## src/logic/lsz_consts.vh

```
/*
 register map, field positions and reset values of the sleep, auto-zero
 and interrupt-enable register group; included by the design files
*/
`ifndef LSZ_CONSTS_VH
`define LSZ_CONSTS_VH
`define LSZ_ADDR_STATUS 8'h93
`define LSZ_ADDR_SLEEP_CFG 8'hAB
`define LSZ_ADDR_AZ_CFG 8'hD6
`define LSZ_ADDR_INT_EN 8'hDD
`define LSZ_BIT_SAT 7
`define LSZ_BIT_THR 4
`define LSZ_BIT_SAI 4
`define LSZ_BIT_OFFSET_SEARCH_START 7
`define LSZ_AZ_RST 8'h7F
`define LSZ_AZ_NEVER 7'h00
`define LSZ_AZ_FIRST 7'h7F
`define LSZ_AZ_CNT_ONE 7'h01
`define LSZ_RST_BYTE 8'h00
`define LSZ_SLEEP_CFG_MASK 8'h10
`define LSZ_AZ_MASK 8'hFF
`define LSZ_INT_EN_MASK 8'h90
`define LSZ_STATUS_MASK 8'h90
`endif

```

## src/logic/lsz_az_sched.v

```verilog
/*
 auto-zero scheduler: decides per light cycle whether auto-zero runs and
 where the offset search starts; assumes i_cycle_start pulses on i_clock
*/
`timescale 1ns/100ps
`default_nettype none
`include "lsz_consts.vh"
module lsz_az_sched (
    input wire i_clock,            // system clock
    input wire i_resetn,           // async reset, low
    input wire i_cycle_start,      // light cycle begins, pulse
    input wire i_first_cycle,      // first cycle after power-on
    input wire [6:0] i_interval,   // auto-zero interval field
    input wire i_start_mode,       // 1: start from previous offset
    output reg o_az_run,           // run auto-zero this cycle, pulse
    output reg o_az_from_prev      // search start selection
);
    reg [6:0] count_r;
    reg [6:0] count_nxt;
    reg run_nxt;

    always @* begin
        count_nxt = count_r;
        run_nxt = 1'b0;
        if (i_cycle_start) begin
            if (i_interval == `LSZ_AZ_NEVER) begin
                count_nxt = `LSZ_AZ_NEVER;
            end else if (i_interval == `LSZ_AZ_FIRST) begin
                run_nxt = i_first_cycle;
            end else if (i_first_cycle || count_r >= i_interval - `LSZ_AZ_CNT_ONE) begin
                run_nxt = 1'b1;
                count_nxt = `LSZ_AZ_NEVER;
            end else begin
                count_nxt = count_r + `LSZ_AZ_CNT_ONE;
            end
        end
    end

    always @(posedge i_clock or negedge i_resetn) begin
        if (!i_resetn) begin
            count_r <= `LSZ_AZ_NEVER;
            o_az_run <= 1'b0;
            o_az_from_prev <= 1'b0;
        end else begin
            count_r <= count_nxt;
            o_az_run <= run_nxt;
            o_az_from_prev <= i_start_mode;
        end
    end
endmodule // lsz_az_sched
`default_nettype wire

```

## src/logic/lsz_sleep_irq.v

```verilog
/*
 sleep-after-interrupt oscillator gating, status flags, interrupt enables
 and auto-zero settings; assumes a register port driven by the serial
 interface logic on i_clock and light-cycle events from the front end
*/
// How it works
// oscillator off without power-on; on with it unless asleep: pin low since a cycle end with sleep-after-irq set
// sleep-after-irq with pending interrupt at cycle end stops the oscillator
// clearing the pending flag at status 0x93, or its enable at 0xDD, wakes the device
// sleep-after-irq alters no register; it only gates the oscillator
// host writes zero to reserved bits 3:0 of the sleep config
// start-mode bit 7 picks search start: zero or previous offset
// interval 6:0: 0 never, 7Fh first only, n every nth; resets 7Fh
// enable bit 7 lets saturation flag drive the interrupt; resets 0
// enable bit 4 lets threshold flag drive the interrupt; resets 0
// writing 1 clears the matching status flag
// interrupt pin low while threshold flag and its enable are set
// reserved enable and auto-zero bits read zero and do nothing
`timescale 1ns/100ps
`default_nettype none
`include "lsz_consts.vh"
module lsz_sleep_irq (
    input wire i_clock,            // 100 MHz system clock
    input wire i_resetn,           // async reset, low
    input wire i_wr,               // register write strobe, pulse
    input wire i_rd,               // register read strobe, pulse
    input wire [7:0] i_addr,       // register address
    input wire [7:0] i_wdata,      // write data
    output reg [7:0] o_rdata,      // read data, valid cycle after i_rd
    input wire i_power_on_bit,     // power-on enable bit
    input wire i_cycle_start,      // light cycle begins, pulse
    input wire i_cycle_end,        // light cycle ends, pulse
    input wire i_threshold_event,  // threshold crossed, pulse
    input wire i_saturation_event, // analog saturation, pulse
    output wire o_int_oe_n,        // interrupt pin enable, low drives low
    output wire o_int_out,         // interrupt pin driven level
    output reg o_osc_on,           // oscillator run enable
    output wire o_az_run,          // run auto-zero this cycle, pulse
    output wire o_az_from_prev     // search starts at previous offset
);
    // interrupt sources, one generate entry each
    localparam NUM_SRC = 2;
    localparam SRC_THR = 0;
    localparam SRC_SAT = 1;

    reg sai_r;
    reg sai_nxt;
    reg [7:0] az_cfg_r;
    reg [7:0] az_cfg_nxt;
    reg sat_en_r;
    reg sat_en_nxt;
    reg thr_en_r;
    reg thr_en_nxt;
    reg sleep_r;
    reg sleep_nxt;
    reg first_r;
    reg first_nxt;
    reg osc_nxt;
    reg [7:0] rdata_nxt;
    wire [NUM_SRC-1:0] src_event;
    wire [NUM_SRC-1:0] src_clear;
    wire [NUM_SRC-1:0] src_enable;
    wire [NUM_SRC-1:0] src_flag;
    wire wr_status;
    wire wr_sleep_cfg;
    wire wr_az_cfg;
    wire wr_int_en;
    wire cycle_start_ok;
    wire irq_n;
    genvar g;

    // one write strobe per register; unmapped writes fall through
    assign wr_status = i_wr && (i_addr == `LSZ_ADDR_STATUS);
    assign wr_sleep_cfg = i_wr && (i_addr == `LSZ_ADDR_SLEEP_CFG);
    assign wr_az_cfg = i_wr && (i_addr == `LSZ_ADDR_AZ_CFG);
    assign wr_int_en = i_wr && (i_addr == `LSZ_ADDR_INT_EN);

    // reserved bits are simply not stored, so they read zero and act on nothing
    always @* begin
        sai_nxt = sai_r;
        az_cfg_nxt = az_cfg_r;
        sat_en_nxt = sat_en_r;
        thr_en_nxt = thr_en_r;
        if (wr_sleep_cfg) begin
            sai_nxt = i_wdata[`LSZ_BIT_SAI];
        end
        if (wr_az_cfg) begin
            az_cfg_nxt = i_wdata & `LSZ_AZ_MASK;
        end
        if (wr_int_en) begin
            sat_en_nxt = i_wdata[`LSZ_BIT_SAT];
            thr_en_nxt = i_wdata[`LSZ_BIT_THR];
        end
    end

    always @(posedge i_clock or negedge i_resetn) begin
        if (!i_resetn) begin
            sai_r <= 1'b0;
            az_cfg_r <= `LSZ_AZ_RST;
            sat_en_r <= 1'b0;
            thr_en_r <= 1'b0;
        end else begin
            sai_r <= sai_nxt;
            az_cfg_r <= az_cfg_nxt;
            sat_en_r <= sat_en_nxt;
            thr_en_r <= thr_en_nxt;
        end
    end

    assign src_event[SRC_THR] = i_threshold_event;
    assign src_event[SRC_SAT] = i_saturation_event;
    assign src_clear[SRC_THR] = wr_status && i_wdata[`LSZ_BIT_THR];
    assign src_clear[SRC_SAT] = wr_status && i_wdata[`LSZ_BIT_SAT];
    assign src_enable[SRC_THR] = thr_en_r;
    assign src_enable[SRC_SAT] = sat_en_r;

    // set wins over a clear in the same cycle, so no event is lost
    generate
        for (g = 0; g < NUM_SRC; g = g + 1) begin : g_src
            reg flag_r;
            reg flag_nxt;
            always @* begin
                flag_nxt = flag_r;
                if (src_event[g]) begin
                    flag_nxt = 1'b1;
                end else if (src_clear[g]) begin
                    flag_nxt = 1'b0;
                end
            end
            always @(posedge i_clock or negedge i_resetn) begin
                if (!i_resetn) begin
                    flag_r <= 1'b0;
                end else begin
                    flag_r <= flag_nxt;
                end
            end
            assign src_flag[g] = flag_r;
        end
    endgenerate

    // the pin is the signal the sleep logic watches
    assign irq_n = ~|(src_flag & src_enable);
    assign o_int_out = 1'b0;
    assign o_int_oe_n = irq_n;

    // a start seen with the oscillator stopped is no light cycle
    assign cycle_start_ok = i_cycle_start && o_osc_on;

    // sleep only gates the oscillator; no register is touched here
    always @* begin
        sleep_nxt = sleep_r;
        first_nxt = first_r;
        if (!i_power_on_bit || irq_n) begin
            sleep_nxt = 1'b0;
        end else if (sai_r && i_cycle_end) begin
            sleep_nxt = 1'b1;
        end
        if (!i_power_on_bit) begin
            first_nxt = 1'b1;
        end else if (cycle_start_ok) begin
            first_nxt = 1'b0;
        end
        // sleep is only entered at cycle end, so a running cycle finishes
        osc_nxt = i_power_on_bit && !sleep_r;
    end

    always @(posedge i_clock or negedge i_resetn) begin
        if (!i_resetn) begin
            sleep_r <= 1'b0;
            first_r <= 1'b1;
            o_osc_on <= 1'b0;
        end else begin
            sleep_r <= sleep_nxt;
            first_r <= first_nxt;
            o_osc_on <= osc_nxt;
        end
    end

    // reserved positions keep the zero of the default byte
    always @* begin
        rdata_nxt = `LSZ_RST_BYTE;
        case (i_addr)
            `LSZ_ADDR_STATUS: begin
                rdata_nxt[`LSZ_BIT_SAT] = src_flag[SRC_SAT];
                rdata_nxt[`LSZ_BIT_THR] = src_flag[SRC_THR];
            end
            `LSZ_ADDR_SLEEP_CFG: begin
                rdata_nxt[`LSZ_BIT_SAI] = sai_r;
            end
            `LSZ_ADDR_AZ_CFG: begin
                rdata_nxt = az_cfg_r & `LSZ_AZ_MASK;
            end
            `LSZ_ADDR_INT_EN: begin
                rdata_nxt[`LSZ_BIT_SAT] = sat_en_r;
                rdata_nxt[`LSZ_BIT_THR] = thr_en_r;
            end
            default: begin
                rdata_nxt = `LSZ_RST_BYTE;
            end
        endcase
    end

    // status reads have no side effect; data holds until the next read
    always @(posedge i_clock or negedge i_resetn) begin
        if (!i_resetn) begin
            o_rdata <= `LSZ_RST_BYTE;
        end else if (i_rd) begin
            o_rdata <= rdata_nxt;
        end
    end

    // the scheduler sees only accepted starts, so its count skips sleep
    lsz_az_sched u_az (
        .i_clock(i_clock),
        .i_resetn(i_resetn),
        .i_cycle_start(cycle_start_ok),
        .i_first_cycle(first_r),
        .i_interval(az_cfg_r[6:0]),
        .i_start_mode(az_cfg_r[`LSZ_BIT_OFFSET_SEARCH_START]),
        .o_az_run(o_az_run),
        .o_az_from_prev(o_az_from_prev)
    );
endmodule // lsz_sleep_irq
`default_nettype wire

```

## config.mk

```make
export PLATFORM = sky130hd
export DESIGN_NAME = lsz_sleep_irq
export DESIGN_NICKNAME = d
export VERILOG_FILES = /design/src/logic/lsz_az_sched.v /design/src/logic/lsz_sleep_irq.v
export VERILOG_INCLUDE_DIRS = /design/src /design/src/logic
export SDC_FILE = /design/constraint.sdc
export NUM_CORES = 1
export LEC_CHECK = 0
export BUFFER_PORTS_ARGS = -buffer_cell sky130_fd_sc_hd__buf_2
export CAP_MARGIN = 30
export CELL_PAD_IN_SITES_DETAIL_PLACEMENT = 0
export CELL_PAD_IN_SITES_GLOBAL_PLACEMENT = 1
export CORE_AREA = 5 5 74 76
export DETAILED_ROUTE_END_ITERATION = 6
export DIE_AREA = 0 0 79 81
export PLACE_DENSITY = 0.73
export SLEW_MARGIN = 20
export SYNTH_ARGS = -nofsm -noshare
export SYNTH_HDL_FRONTEND = slang
export SYNTH_HIERARCHICAL = 1
export SYNTH_SLANG_ARGS = --single-unit
```

## constraint.sdc

```tcl
create_clock -name i_clock -period 6.9 [get_ports i_clock]
set_input_delay 0.345 -clock i_clock [delete_from_list [all_inputs] [get_ports i_clock]]
set_output_delay 0.345 -clock i_clock [all_outputs]
set_load 0.01 [all_outputs]
```

==> results of run 1 <==
-- routing by layer --
| metal | GRT usage, % | vias up | part of all wire (%) |
|---|---|---|---|
| li1 | - | 693 | - |
| met1 | 16.7 | 690 | 43 |
| met2 | 25.6 | 32 | 52 |
| met3 | 3.88 | 2 | 3.9 |
| met4 | 5.50 | 0 | 0.82 |
| met5 | 0 | - | 0 |
-- worst reg2reg max path, cell delays in order, from the launching register on --
cell and delay (ns):
dfstp_2 0.56, inv_1 0.07, ha_1 0.22, nand2b_1 0.14, nor3_4 0.06, xnor2_1 0.12
ha_1 0.33, a211oi_2 0.23, nand3_1 0.13, a21oi_4 0.24, nand2_2 0.13, o211ai_1 0.21
-- through the flow --
stage                     cells  hold slack [ns]
after floorplan             170           0.0494
after global placement      257            0.406
after detailed placement    257            0.404
after CTS                   265            0.141
after global routing        265            0.191
final                       265            0.123
-- placed cells by master, fill, tap and decap left out, types with 2 or more instances in the layout --
cell       n
dfrtp_1   25
o21ai_1    3
or3_1      2
nand2b_2   2
nand4_1    4
nand2_2    3
nor2_1     4
o211ai_1   2
a22oi_1    4
dfstp_2    8
and2_1     2
nor3_1     2
a22o_1     6
o21ai_0    4
nor2b_1    4
nand2b_1   3
nand2_1   18
clkbuf_8   5
inv_1      7
nand3_1    8
a21oi_1    2
buf_2     36
ha_1      10
a21o_1     2
mux2_2    11
xnor2_1    5
nor3b_1    2
clkinv_2   2
-- registers in the layout, indices dropped and copies added (netlist names) --
name,count
u_az/o_az_run,1
g_src.flag_r,2
sleep_r,1
o_rdata,8
sat_en_r,1
u_az/o_az_from_prev,1
first_r,1
thr_en_r,1
u_az/count_r,7
az_cfg_r,8
o_osc_on,1
sai_r,1
-- logic make-up after synthesis --
family | after synthesis | synth area share, %
xor+xnor | 5 | 2.32
compound gates | 30 | 12.8
buf+inv | 10 | 2.78
other cells | 1 | 0.199
flops | 33 | 44.3
simple gates | 69 | 23.9
mux | 12 | 7.09
fa+ha+maj | 10 | 6.63
-- final cells by class --
cell class / count / area share (%)
clock inverter: 2 / 0.457
clock buffer: 6 / 3.31
sequential: 33 / 38.1
tap: 54 / 3.08
multi-input combinational: 127 / 45.6
timing repair buffer: 36 / 8.22
inverter: 7 / 1.20
-- how the worst min path moves through the flow --
stage / from / endpoint / slack (ns) / cells past startpoint
6_report: i_resetn / u_az/count_r[2]$_DFFE_PN0P_ / 0.12 / 1
5_1_grt: i_resetn / u_az/count_r[2]$_DFFE_PN0P_ / 0.19 / 1
4_1_cts: i_resetn / u_az/count_r[2]$_DFFE_PN0P_ / 0.14 / 1
3_5_place_dp: az_cfg_r[7]$_DFFE_PN0P_ / u_az/o_az_from_prev$_DFF_PN0_ / 0.40 / 0
3_3_place_gp: az_cfg_r[7]$_DFFE_PN0P_ / u_az/o_az_from_prev$_DFF_PN0_ / 0.41 / 0
2_1_floorplan: i_resetn / az_cfg_r[7]$_DFFE_PN0P_ / 0.05 / 0
-- report_power, final --
group          leakage [nW]  internal [mW]  total, mW  switching (mW)
sequential            0.418          0.200      0.206         0.00552
combinational         0.536         0.0261     0.0614          0.0353
clock                0.0450         0.0699      0.139          0.0692
==> results.sh, run 1 <==
export IMPL_status="completed"
export IMPL_clock_skew_ns=0.00608
export IMPL_design_area_sq_um=2190
export IMPL_worstSetupEndpointType="flip-flop"
export IMPL_clock_latency_ns=0.28
export IMPL_syn_area_per_cell_sq_um=11.1
export IMPL_regArea_sq_um=836
export IMPL_cp_start_kind="flip-flop"
export IMPL_syn_area_sq_um=1890
export IMPL_post_cts_resized=0
export IMPL_cts_sinks=33
export IMPL_syn_nets=205
export IMPL_synth_edf_count=0
export IMPL_io_buffers=36
export IMPL_io_pins=38
export IMPL_vdd_drop_max_v=0.000106
export IMPL_cp_slowest_cell="dfstp_2"
export IMPL_required_ns=7.09
export IMPL_routed_wl_um=4140
export IMPL_worstSetupStartpoint="az_cfg_r[0]$_DFFE_PN1P_"
export IMPL_synth_top_area_share_pct=33.1
export IMPL_hold_violations=0
export IMPL_final_core_utilization_pct=47.0
export IMPL_tightest_slew_ns=0.730
export IMPL_die_area_sq_um=6400
export IMPL_drv_slew=0
export IMPL_clk_pin_slew_worst_paths_ns=0.07
export IMPL_first_pass_iters=4
export IMPL_initial_core_util_pct=40.5
export IMPL_max_stage_delay_ns=0.56
export IMPL_antenna_found_initial=0
export IMPL_die_h_um=81
export IMPL_r2r_cells=11
export IMPL_htree_levels=2
export IMPL_area_growth_pct=16.1
export IMPL_grt_max_degree=34
export IMPL_yosysWarnings=6
export IMPL_place_area_sq_um=2110
export IMPL_max_cap_violations=0
export IMPL_dr_total_vias=1417
export IMPL_fin_nets=245
export IMPL_seq_area_frac_synth_pct=44.3
export IMPL_drive_above_1_share_pct=38.4
export IMPL_crit_chain="inv_1, ha_1, nand2b_1, nor3_4, xnor2_1, ha_1, a211oi_2, nand3_1, a21oi_4, nand2_2, o211ai_1"
export IMPL_syn_inst=170
export IMPL_crit_arrival_ns=2.72
export IMPL_yosysTopAreaCell="dfrtp_1"
export IMPL_gp_congestion=0.852
export IMPL_cp_endpoint="u_az/count_r[3]$_DFFE_PN0P_"
export IMPL_cts_tree="done"
export IMPL_yosysUniqueCellTypes=51
export IMPL_setup_violations=0
export IMPL_hold_path_class="primary input to asynchronous set/reset pin"
export IMPL_grt_ovfl_total=0
export IMPL_synth_common_cells="dfrtp_1, nand2_1, mux2_2, ha_1"
export IMPL_setup_ws_ns=4.37
export IMPL_total_power_uw=407
export IMPL_ctsLongestPathBuffers=2
export IMPL_n_antenna_cell=0
export IMPL_post_cts_setup_buffers=0
export IMPL_fp_coreArea_sq_um=4660
export IMPL_setup_tns_ns=0
export IMPL_rr_endpoint="u_az/count_r[3]$_DFFE_PN0P_"
export IMPL_relSlewSlack_pct=51.3
export IMPL_drt_iter0_markers=46
export IMPL_grt_pass1_wl_um=7270
export IMPL_multi_input_area_sq_um=1000
export IMPL_worstPathMaxFanout=7
export IMPL_post_dp_hpwl_um=3200
export IMPL_fin_crit_sh_pct=36.7
export IMPL_synthArstFlopShare_pct=100
export IMPL_synthFlopType="dfrtp_1"
export IMPL_cp_common_cell="ha_1"
export IMPL_clockRootBuffer="clkbuf_8"
export IMPL_dp_slack_ns=4.41
export IMPL_die_width_um=79
export IMPL_yosys_cell_count_top_type="dfrtp_1"
export IMPL_period_minus_slack_ns=2.53
export IMPL_timing_rr_start="az_cfg_r[0]$_DFFE_PN1P_"
export IMPL_grt_pass1_vias=1582
export IMPL_powerDensity_nw_per_um2=185
export IMPL_critPathKind="flip-flop to flip-flop"
export IMPL_ys_top_cells_by_area="dfrtp_1, dfstp_2, ha_1, mux2_2, nand2_1"
export IMPL_crit_cells=11
export IMPL_fill_cells=452
export IMPL_synth_seq_cells=33
export IMPL_drcViolationCount=0
export IMPL_crit_family="compound AO/OA/AOI/OAI gates"
export IMPL_r2r_slack_ns=4.37
export IMPL_rsz0062_at_grt="no"
export IMPL_leakage_nw=0.999
export IMPL_holdBufCountCts=0
export IMPL_cp_num_buf_inv=1
export IMPL_grt_usage_pct=14.5
export IMPL_cts_buffers=5
export IMPL_rows=25
export IMPL_fmax_mhz=395
export IMPL_wl_per_cell_um=15.6
export IMPL_antenna_left=0
export IMPL_via_per_inst=5.35
No activity file was read; power rests on OpenSTA's default activity.
==> inputs of run 2 (changes only) <==
==> constraint.sdc (replaced) <==
create_clock -name i_clock -period 2.4 [get_ports i_clock]
set_input_delay 0.12 -clock i_clock [delete_from_list [all_inputs] [get_ports i_clock]]
set_output_delay 0.12 -clock i_clock [all_outputs]
set_load 0.01 [all_outputs]
==> run 2 against run 1 <==
- global-route usage down 0.24 points
- via count up 4.9%
- design area up 4.7%
- sequential power rose to 2.9 times the previous value
- wire length up 3.8%
==> results.sh, run 2 (same netlist as run 1, synthesis figures left out) <==
export IMPL_status="completed"
export IMPL_final_core_utilization_pct=49.3
export IMPL_cts_tree="done"
export IMPL_leakage_nw=1.04
export IMPL_max_cap_violations=0
export IMPL_fp_coreArea_sq_um=4660
export IMPL_die_width_um=79
export IMPL_clockRootBuffer="clkbuf_8"
export IMPL_hold_path_class="primary input to flip-flop"
export IMPL_total_power_mw=1.20
export IMPL_place_area_sq_um=2120
export IMPL_setup_tns_ns=0
export IMPL_critPathKind="flip-flop to flip-flop"
export IMPL_fmax_mhz=424
export IMPL_grt_pass1_vias=1550
export IMPL_io_pins=38
export IMPL_htree_levels=2
export IMPL_cts_buffers=5
export IMPL_drcViolationCount=0
export IMPL_grt_ovfl_total=0
export IMPL_final_cells=273
export IMPL_dp_cells=259
export IMPL_setup_violations=0
export IMPL_setup_ws_ns=0.0440
export IMPL_hold_violations=0
export IMPL_grt_pass1_wl_um=7150
export IMPL_gp_congestion=0.823
export IMPL_fill_cells=423
export IMPL_worstPathMaxFanout=6
export IMPL_post_dp_hpwl_um=3230
export IMPL_cp_slowest_cell="dfstp_2"
export IMPL_grt_usage_pct=14.2
export IMPL_wl_per_cell_um=15.7
export IMPL_mostFrequentLayoutCells="buf_2, dfrtp_1, nand2_1"
export IMPL_vdd_drop_max_v=0.000261
export IMPL_antenna_found_initial=0
export IMPL_ctsLongestPathBuffers=2
export IMPL_dr_total_vias=1487
export IMPL_drt_iter0_markers=61
export IMPL_area_growth_pct=21.6
export IMPL_cts_sinks=33
export IMPL_required_ns=2.60
export IMPL_cp_start_kind="flip-flop"
export IMPL_via_per_inst=5.45
export IMPL_crit_arrival_ns=2.56
export IMPL_fin_crit_sh_pct=98.2
export IMPL_first_pass_iters=4
export IMPL_initial_core_util_pct=40.5
export IMPL_max_stage_delay_ns=0.54
export IMPL_clock_skew_ns=0.00679
export IMPL_io_buffers=36
export IMPL_die_h_um=81
export IMPL_die_area_sq_um=6400
export IMPL_crit_family="compound AO/OA/AOI/OAI gates"
export IMPL_antenna_left=0
export IMPL_drive_above_1_share_pct=42.9
export IMPL_fin_nets=253
export IMPL_relSlewSlack_pct=51.9
export IMPL_drv_slew=0
export IMPL_rows=25
export IMPL_tightest_slew_ns=0.721
export IMPL_rsz0062_at_grt="yes"
export IMPL_worstSetupStartpoint="az_cfg_r[0]$_DFFE_PN1P_"
export IMPL_hold_path_startpoint="i_power_on_bit"
export IMPL_clock_latency_ns=0.28
export IMPL_cp_num_buf_inv=1
export IMPL_timing_rr_start="az_cfg_r[0]$_DFFE_PN1P_"
export IMPL_design_area_sq_um=2300
export IMPL_crit_chain="inv_2, ha_4, nand2b_4, nor3_4, xnor2_1, ha_1, a211oi_2, nand3_2, a21oi_4, nand2_2, o211ai_1"
export IMPL_fin_hold_ws_ns=0.0143
export IMPL_period_minus_slack_ns=2.36
export IMPL_routed_wl_um=4300
export IMPL_clk_pin_slew_worst_paths_ns=0.07
export IMPL_grt_max_degree=34
export IMPL_dp_slack_ns=-0.0731
export IMPL_worstSetupEndpointType="flip-flop"
export IMPL_reg_top3="az_cfg_r: 8 flops, o_rdata: 8 flops, u_az/count_r: 7 flops"
export IMPL_final_common_cell="buf_2"
export IMPL_n_antenna_cell=0
export IMPL_powerDensity_nw_per_um2=524
==> run 2: changes by cell type in the layout (fill, tap and decap cells not counted), moves of 2 or more <==
cell,before,now
clkbuf_1,1,3
clkinv_2,2,0
inv_2,0,2
buf_4,0,6
inv_1,7,5
==> run 2: path summary, 6_finish.rpt <==
| kind | cells after the start | endpoint | slack [ns] |
|---|---|---|---|
| setup / recovery | 11 | u_az/count_r[3]$_DFFE_PN0P_ | 0.04 |
| hold / removal | 2 | first_r$_DFFE_PN1P_ | 0.01 |
| setup reg to reg | 11 | u_az/count_r[3]$_DFFE_PN0P_ | 0.04 |
| hold reg to reg | 1 | o_osc_on$_DFF_PN0_ | 0.43 |
| max in group asynchronous | 2 | thr_en_r$_DFFE_PN0P_ | 1.51 |
| min in group asynchronous | 2 | u_az/count_r[2]$_DFFE_PN0P_ | 0.43 |
==> run 2: repair_timing <==
item	CTS	global route
setup endpoints to repair	5	8
resized for setup	2	8
setup buffers	4	1
pin swaps	5	9
hold buffers	1	0
endpoints found under the hold margin	25	0
==> run 2: power breakdown <==
group | total (mW) | leakage [nW] | internal, mW | switching [mW]
registers | 0.592 | 0.418 | 0.576 | 0.0152
logic | 0.210 | 0.587 | 0.0958 | 0.114
clock network | 0.401 | 0.0395 | 0.206 | 0.195
==> run 2: final cells by class <==
class                      instances  area, sq um  area share, %
inverter                           7         26.3           1.14
sequential                        33          836           36.4
multi-input combinational        127         1040           45.3
clock buffer                       8         80.1           3.49
timing repair buffer              44          246           10.7
tap                               54         67.6           2.94
==> run 2: metal layers <==
layer	track usage [%]	routed length, um	up-vias
met4	5.67	71	0
met5	0	0	-
met1	16.1	1810	725
li1	-	-	714
met3	4.21	176	8
met2	25.2	2240	40
==> run 2: worst reg2reg max path, stage by stage (launching register included) <==
cell      delay, ns
dfstp_2        0.54
inv_2          0.05
ha_4           0.16
nand2b_4       0.08
nor3_4         0.05
xnor2_1        0.13
ha_1           0.33
a211oi_2       0.29
nand3_2        0.13
a21oi_4        0.23
nand2_2        0.12
o211ai_1       0.18
==> inputs of run 3 (changes only) <==
--- a/config.mk
+++ b/config.mk
@@ -6,7 +6,7 @@
 export SDC_FILE = /design/constraint.sdc
 export NUM_CORES = 1
 export LEC_CHECK = 0
-export BUFFER_PORTS_ARGS = -buffer_cell sky130_fd_sc_hd__buf_2
+export BUFFER_PORTS_ARGS = -buffer_cell sky130_fd_sc_hd__clkbuf_2
 export CAP_MARGIN = 30
 export CELL_PAD_IN_SITES_DETAIL_PLACEMENT = 0
 export CELL_PAD_IN_SITES_GLOBAL_PLACEMENT = 1
==> run 3 against run 2 <==
- first-iteration DRC count rose by 15%
- utilization fell by 0.89 points
- worst hold slack worse by 0.0055 ns
- clock power increased by 1%
- clock-buffer cell count is 2 lower
- sequential share of layout area rose by 0.67 points
- highest routed layer unchanged
- largest power group unchanged
- worst setup slack gained 0.098 ns
- die area unchanged
- maximum frequency rose by 4.4%
- clock skew rose by 0.00067 ns
- global-route usage is 0.054 points lower
- via count fell by 0.61%
==> results.sh, run 3 (same netlist as run 1, synthesis figures left out) <==
export IMPL_status="completed"
export IMPL_wl_per_cell_um=15.0
export IMPL_die_width_um=79
export IMPL_worstPathMaxFanout=6
export IMPL_final_common_cell="clkbuf_2"
export IMPL_power_frac_comb_pct=16.0
export IMPL_grt_usage_pct=14.2
export IMPL_dp_cells=258
export IMPL_grt_ovfl_total=0
export IMPL_hold_path_class="primary input to flip-flop"
export IMPL_first_pass_iters=4
export IMPL_cts_tree="done"
export IMPL_cell_internal_pwr_uw=863
export IMPL_via_per_inst=5.45
export IMPL_dr_total_vias=1478
export IMPL_clock_skew_ns=0.00746
export IMPL_fin_crit_sh_pct=94.1
export IMPL_power_switching_uw=325
export IMPL_antenna_left=0
export IMPL_cp_start_kind="flip-flop"
export IMPL_htree_levels=2
export IMPL_mostFrequentLayoutCells="clkbuf_2, dfrtp_1, nand2_1"
export IMPL_relSlewSlack_pct=45.2
export IMPL_setup_tns_ns=0
export IMPL_grt_pass1_vias=1576
export IMPL_fin_nets=251
export IMPL_final_core_utilization_pct=48.4
export IMPL_critPathKind="flip-flop to flip-flop"
export IMPL_rsz0062_at_grt="no"
export IMPL_cts_sinks=33
export IMPL_period_minus_slack_ns=2.26
export IMPL_crit_arrival_ns=2.46
export IMPL_antenna_found_initial=0
export IMPL_io_buffers=36
export IMPL_clock_latency_ns=0.28
export IMPL_vdd_drop_max_v=0.000291
export IMPL_tightest_slew_ns=0.822
export IMPL_io_pins=38
export IMPL_grt_max_degree=34
export IMPL_fill_cells=435
export IMPL_die_area_sq_um=6400
export IMPL_drt_iter0_markers=70
export IMPL_rows=25
export IMPL_area_growth_pct=19.4
export IMPL_initial_core_util_pct=40.5
export IMPL_gp_congestion=0.826
export IMPL_ctsLongestPathBuffers=2
export IMPL_worstSetupEndpointType="flip-flop"
export IMPL_post_dp_hpwl_um=3180
export IMPL_leakage_nw=1.03
export IMPL_drcViolationCount=0
export IMPL_clockRootBuffer="clkbuf_8"
export IMPL_drv_slew=0
export IMPL_grt_pass1_wl_um=7080
export IMPL_holdPathStages=2
export IMPL_fp_coreArea_sq_um=4660
export IMPL_share_seq_of_total_power_pct=49.8
export IMPL_fmax_mhz=443
export IMPL_drive_above_1_share_pct=41.0
export IMPL_clock_power_share_pct=34.2
export IMPL_clk_pin_slew_worst_paths_ns=0.07
export IMPL_max_cap_violations=0
export IMPL_cts_buffers=5
export IMPL_setup_violations=0
export IMPL_powerDensity_nw_per_um2=527
export IMPL_reg_top3="az_cfg_r: 8 flops, o_rdata: 8 flops, u_az/count_r: 7 flops"
export IMPL_required_ns=2.61
export IMPL_r2r_cells=11
export IMPL_routed_wl_um=4070
export IMPL_n_antenna_cell=0
export IMPL_p_sw_share_pct=27.4
export IMPL_hold_violations=0
export IMPL_die_h_um=81
export IMPL_final_cells=271
[run 3: cell count changes in the layout (fill, tap and decap cells not counted), sizes merged]
cell	change
clkinv	+2
buf	-38
clkbuf	+34
[run 3: final timing paths]
kind | startpoint | end | slack, ns
worst max-delay path | az_cfg_r[0]$_DFFE_PN1P_ | u_az/count_r[4]$_DFFE_PN0P_ | 0.14
worst min-delay path | i_power_on_bit | first_r$_DFFE_PN1P_ | 0.009
worst max register to register | az_cfg_r[0]$_DFFE_PN1P_ | u_az/count_r[4]$_DFFE_PN0P_ | 0.14
worst min register to register | sleep_r$_DFFE_PN0P_ | o_osc_on$_DFF_PN0_ | 0.43
max in group asynchronous | i_resetn | o_osc_on$_DFF_PN0_ | 1.41
min in group asynchronous | i_resetn | u_az/o_az_run$_DFF_PN0_ | 0.46
[run 3: power by group through the flow]
stage | clock (mW) | sequential, mW | combinational, mW
finish | 0.407 | 0.591 | 0.190
global route | 0.450 | 0.593 | 0.212
CTS | 0.422 | 0.591 | 0.188
detailed placement | 0 | 0.602 | 0.178
global placement | 0 | 0.601 | 0.171
floorplan | 0 | 0.599 | 0.112
[run 3: what timing repair did]
| item | 4_1_cts | 5_1_grt |
|---|---|---|
| pin swaps | 2 | 6 |
| setup buffers | 4 | 0 |
| resized for setup | 0 | 3 |
| endpoints found under the hold margin | 25 | 0 |
| hold buffers | 1 | 0 |
| setup endpoints to repair | 5 | 8 |
[run 3: per-layer routing]
| layer | vias up | global-route usage [%] | part of all wire (%) | wire length [um] |
|---|---|---|---|---|
| li1 | 708 | - | - | - |
| met1 | 724 | 16.3 | 42 | 1700 |
| met2 | 40 | 24.1 | 52 | 2110 |
| met3 | 6 | 4.99 | 5.2 | 211 |
| met4 | 0 | 5.84 | 1.3 | 53 |
| met5 | - | 0 | 0 | 0 |
[run 3: layout make-up]
type                       instances  area, sq um  area share, %
tap                               54         67.6           3.00
inverter                           7         26.3           1.17
clock buffer                       6         72.6           3.22
clock inverter                     2         10.0          0.444
multi-input combinational        127         1010           45.0
sequential                        33          836           37.1
timing repair buffer              42          228           10.1
[run 3: metrics by stage]
| stage | power, mW | hold slack (ns) | cell area (sq um) | setup slack, ns |
|---|---|---|---|---|
| after global placement | 0.772 | 0.245 | 2120 | 0.0350 |
| after detailed placement | 0.780 | 0.253 | 2120 | -0.0461 |
| after floorplan | 0.711 | -0.176 | 1890 | 0.105 |
| after CTS | 1.20 | 0.00647 | 2240 | 0.00265 |
| final | 1.19 | 0.00875 | 2250 | 0.143 |
| after global routing | 1.26 | 0.00727 | 2250 | 0.00465 |
[run 3: worst max-delay path: stages (launching register included)]
cell      delay [ns]
dfstp_2         0.53
inv_1           0.05
ha_2            0.20
nand2b_4        0.08
nor3_4          0.04
xnor2_1         0.13
ha_1            0.33
a211oi_2        0.20
nand3_1         0.14
a21oi_4         0.20
nand2_2         0.10
o22ai_1         0.18
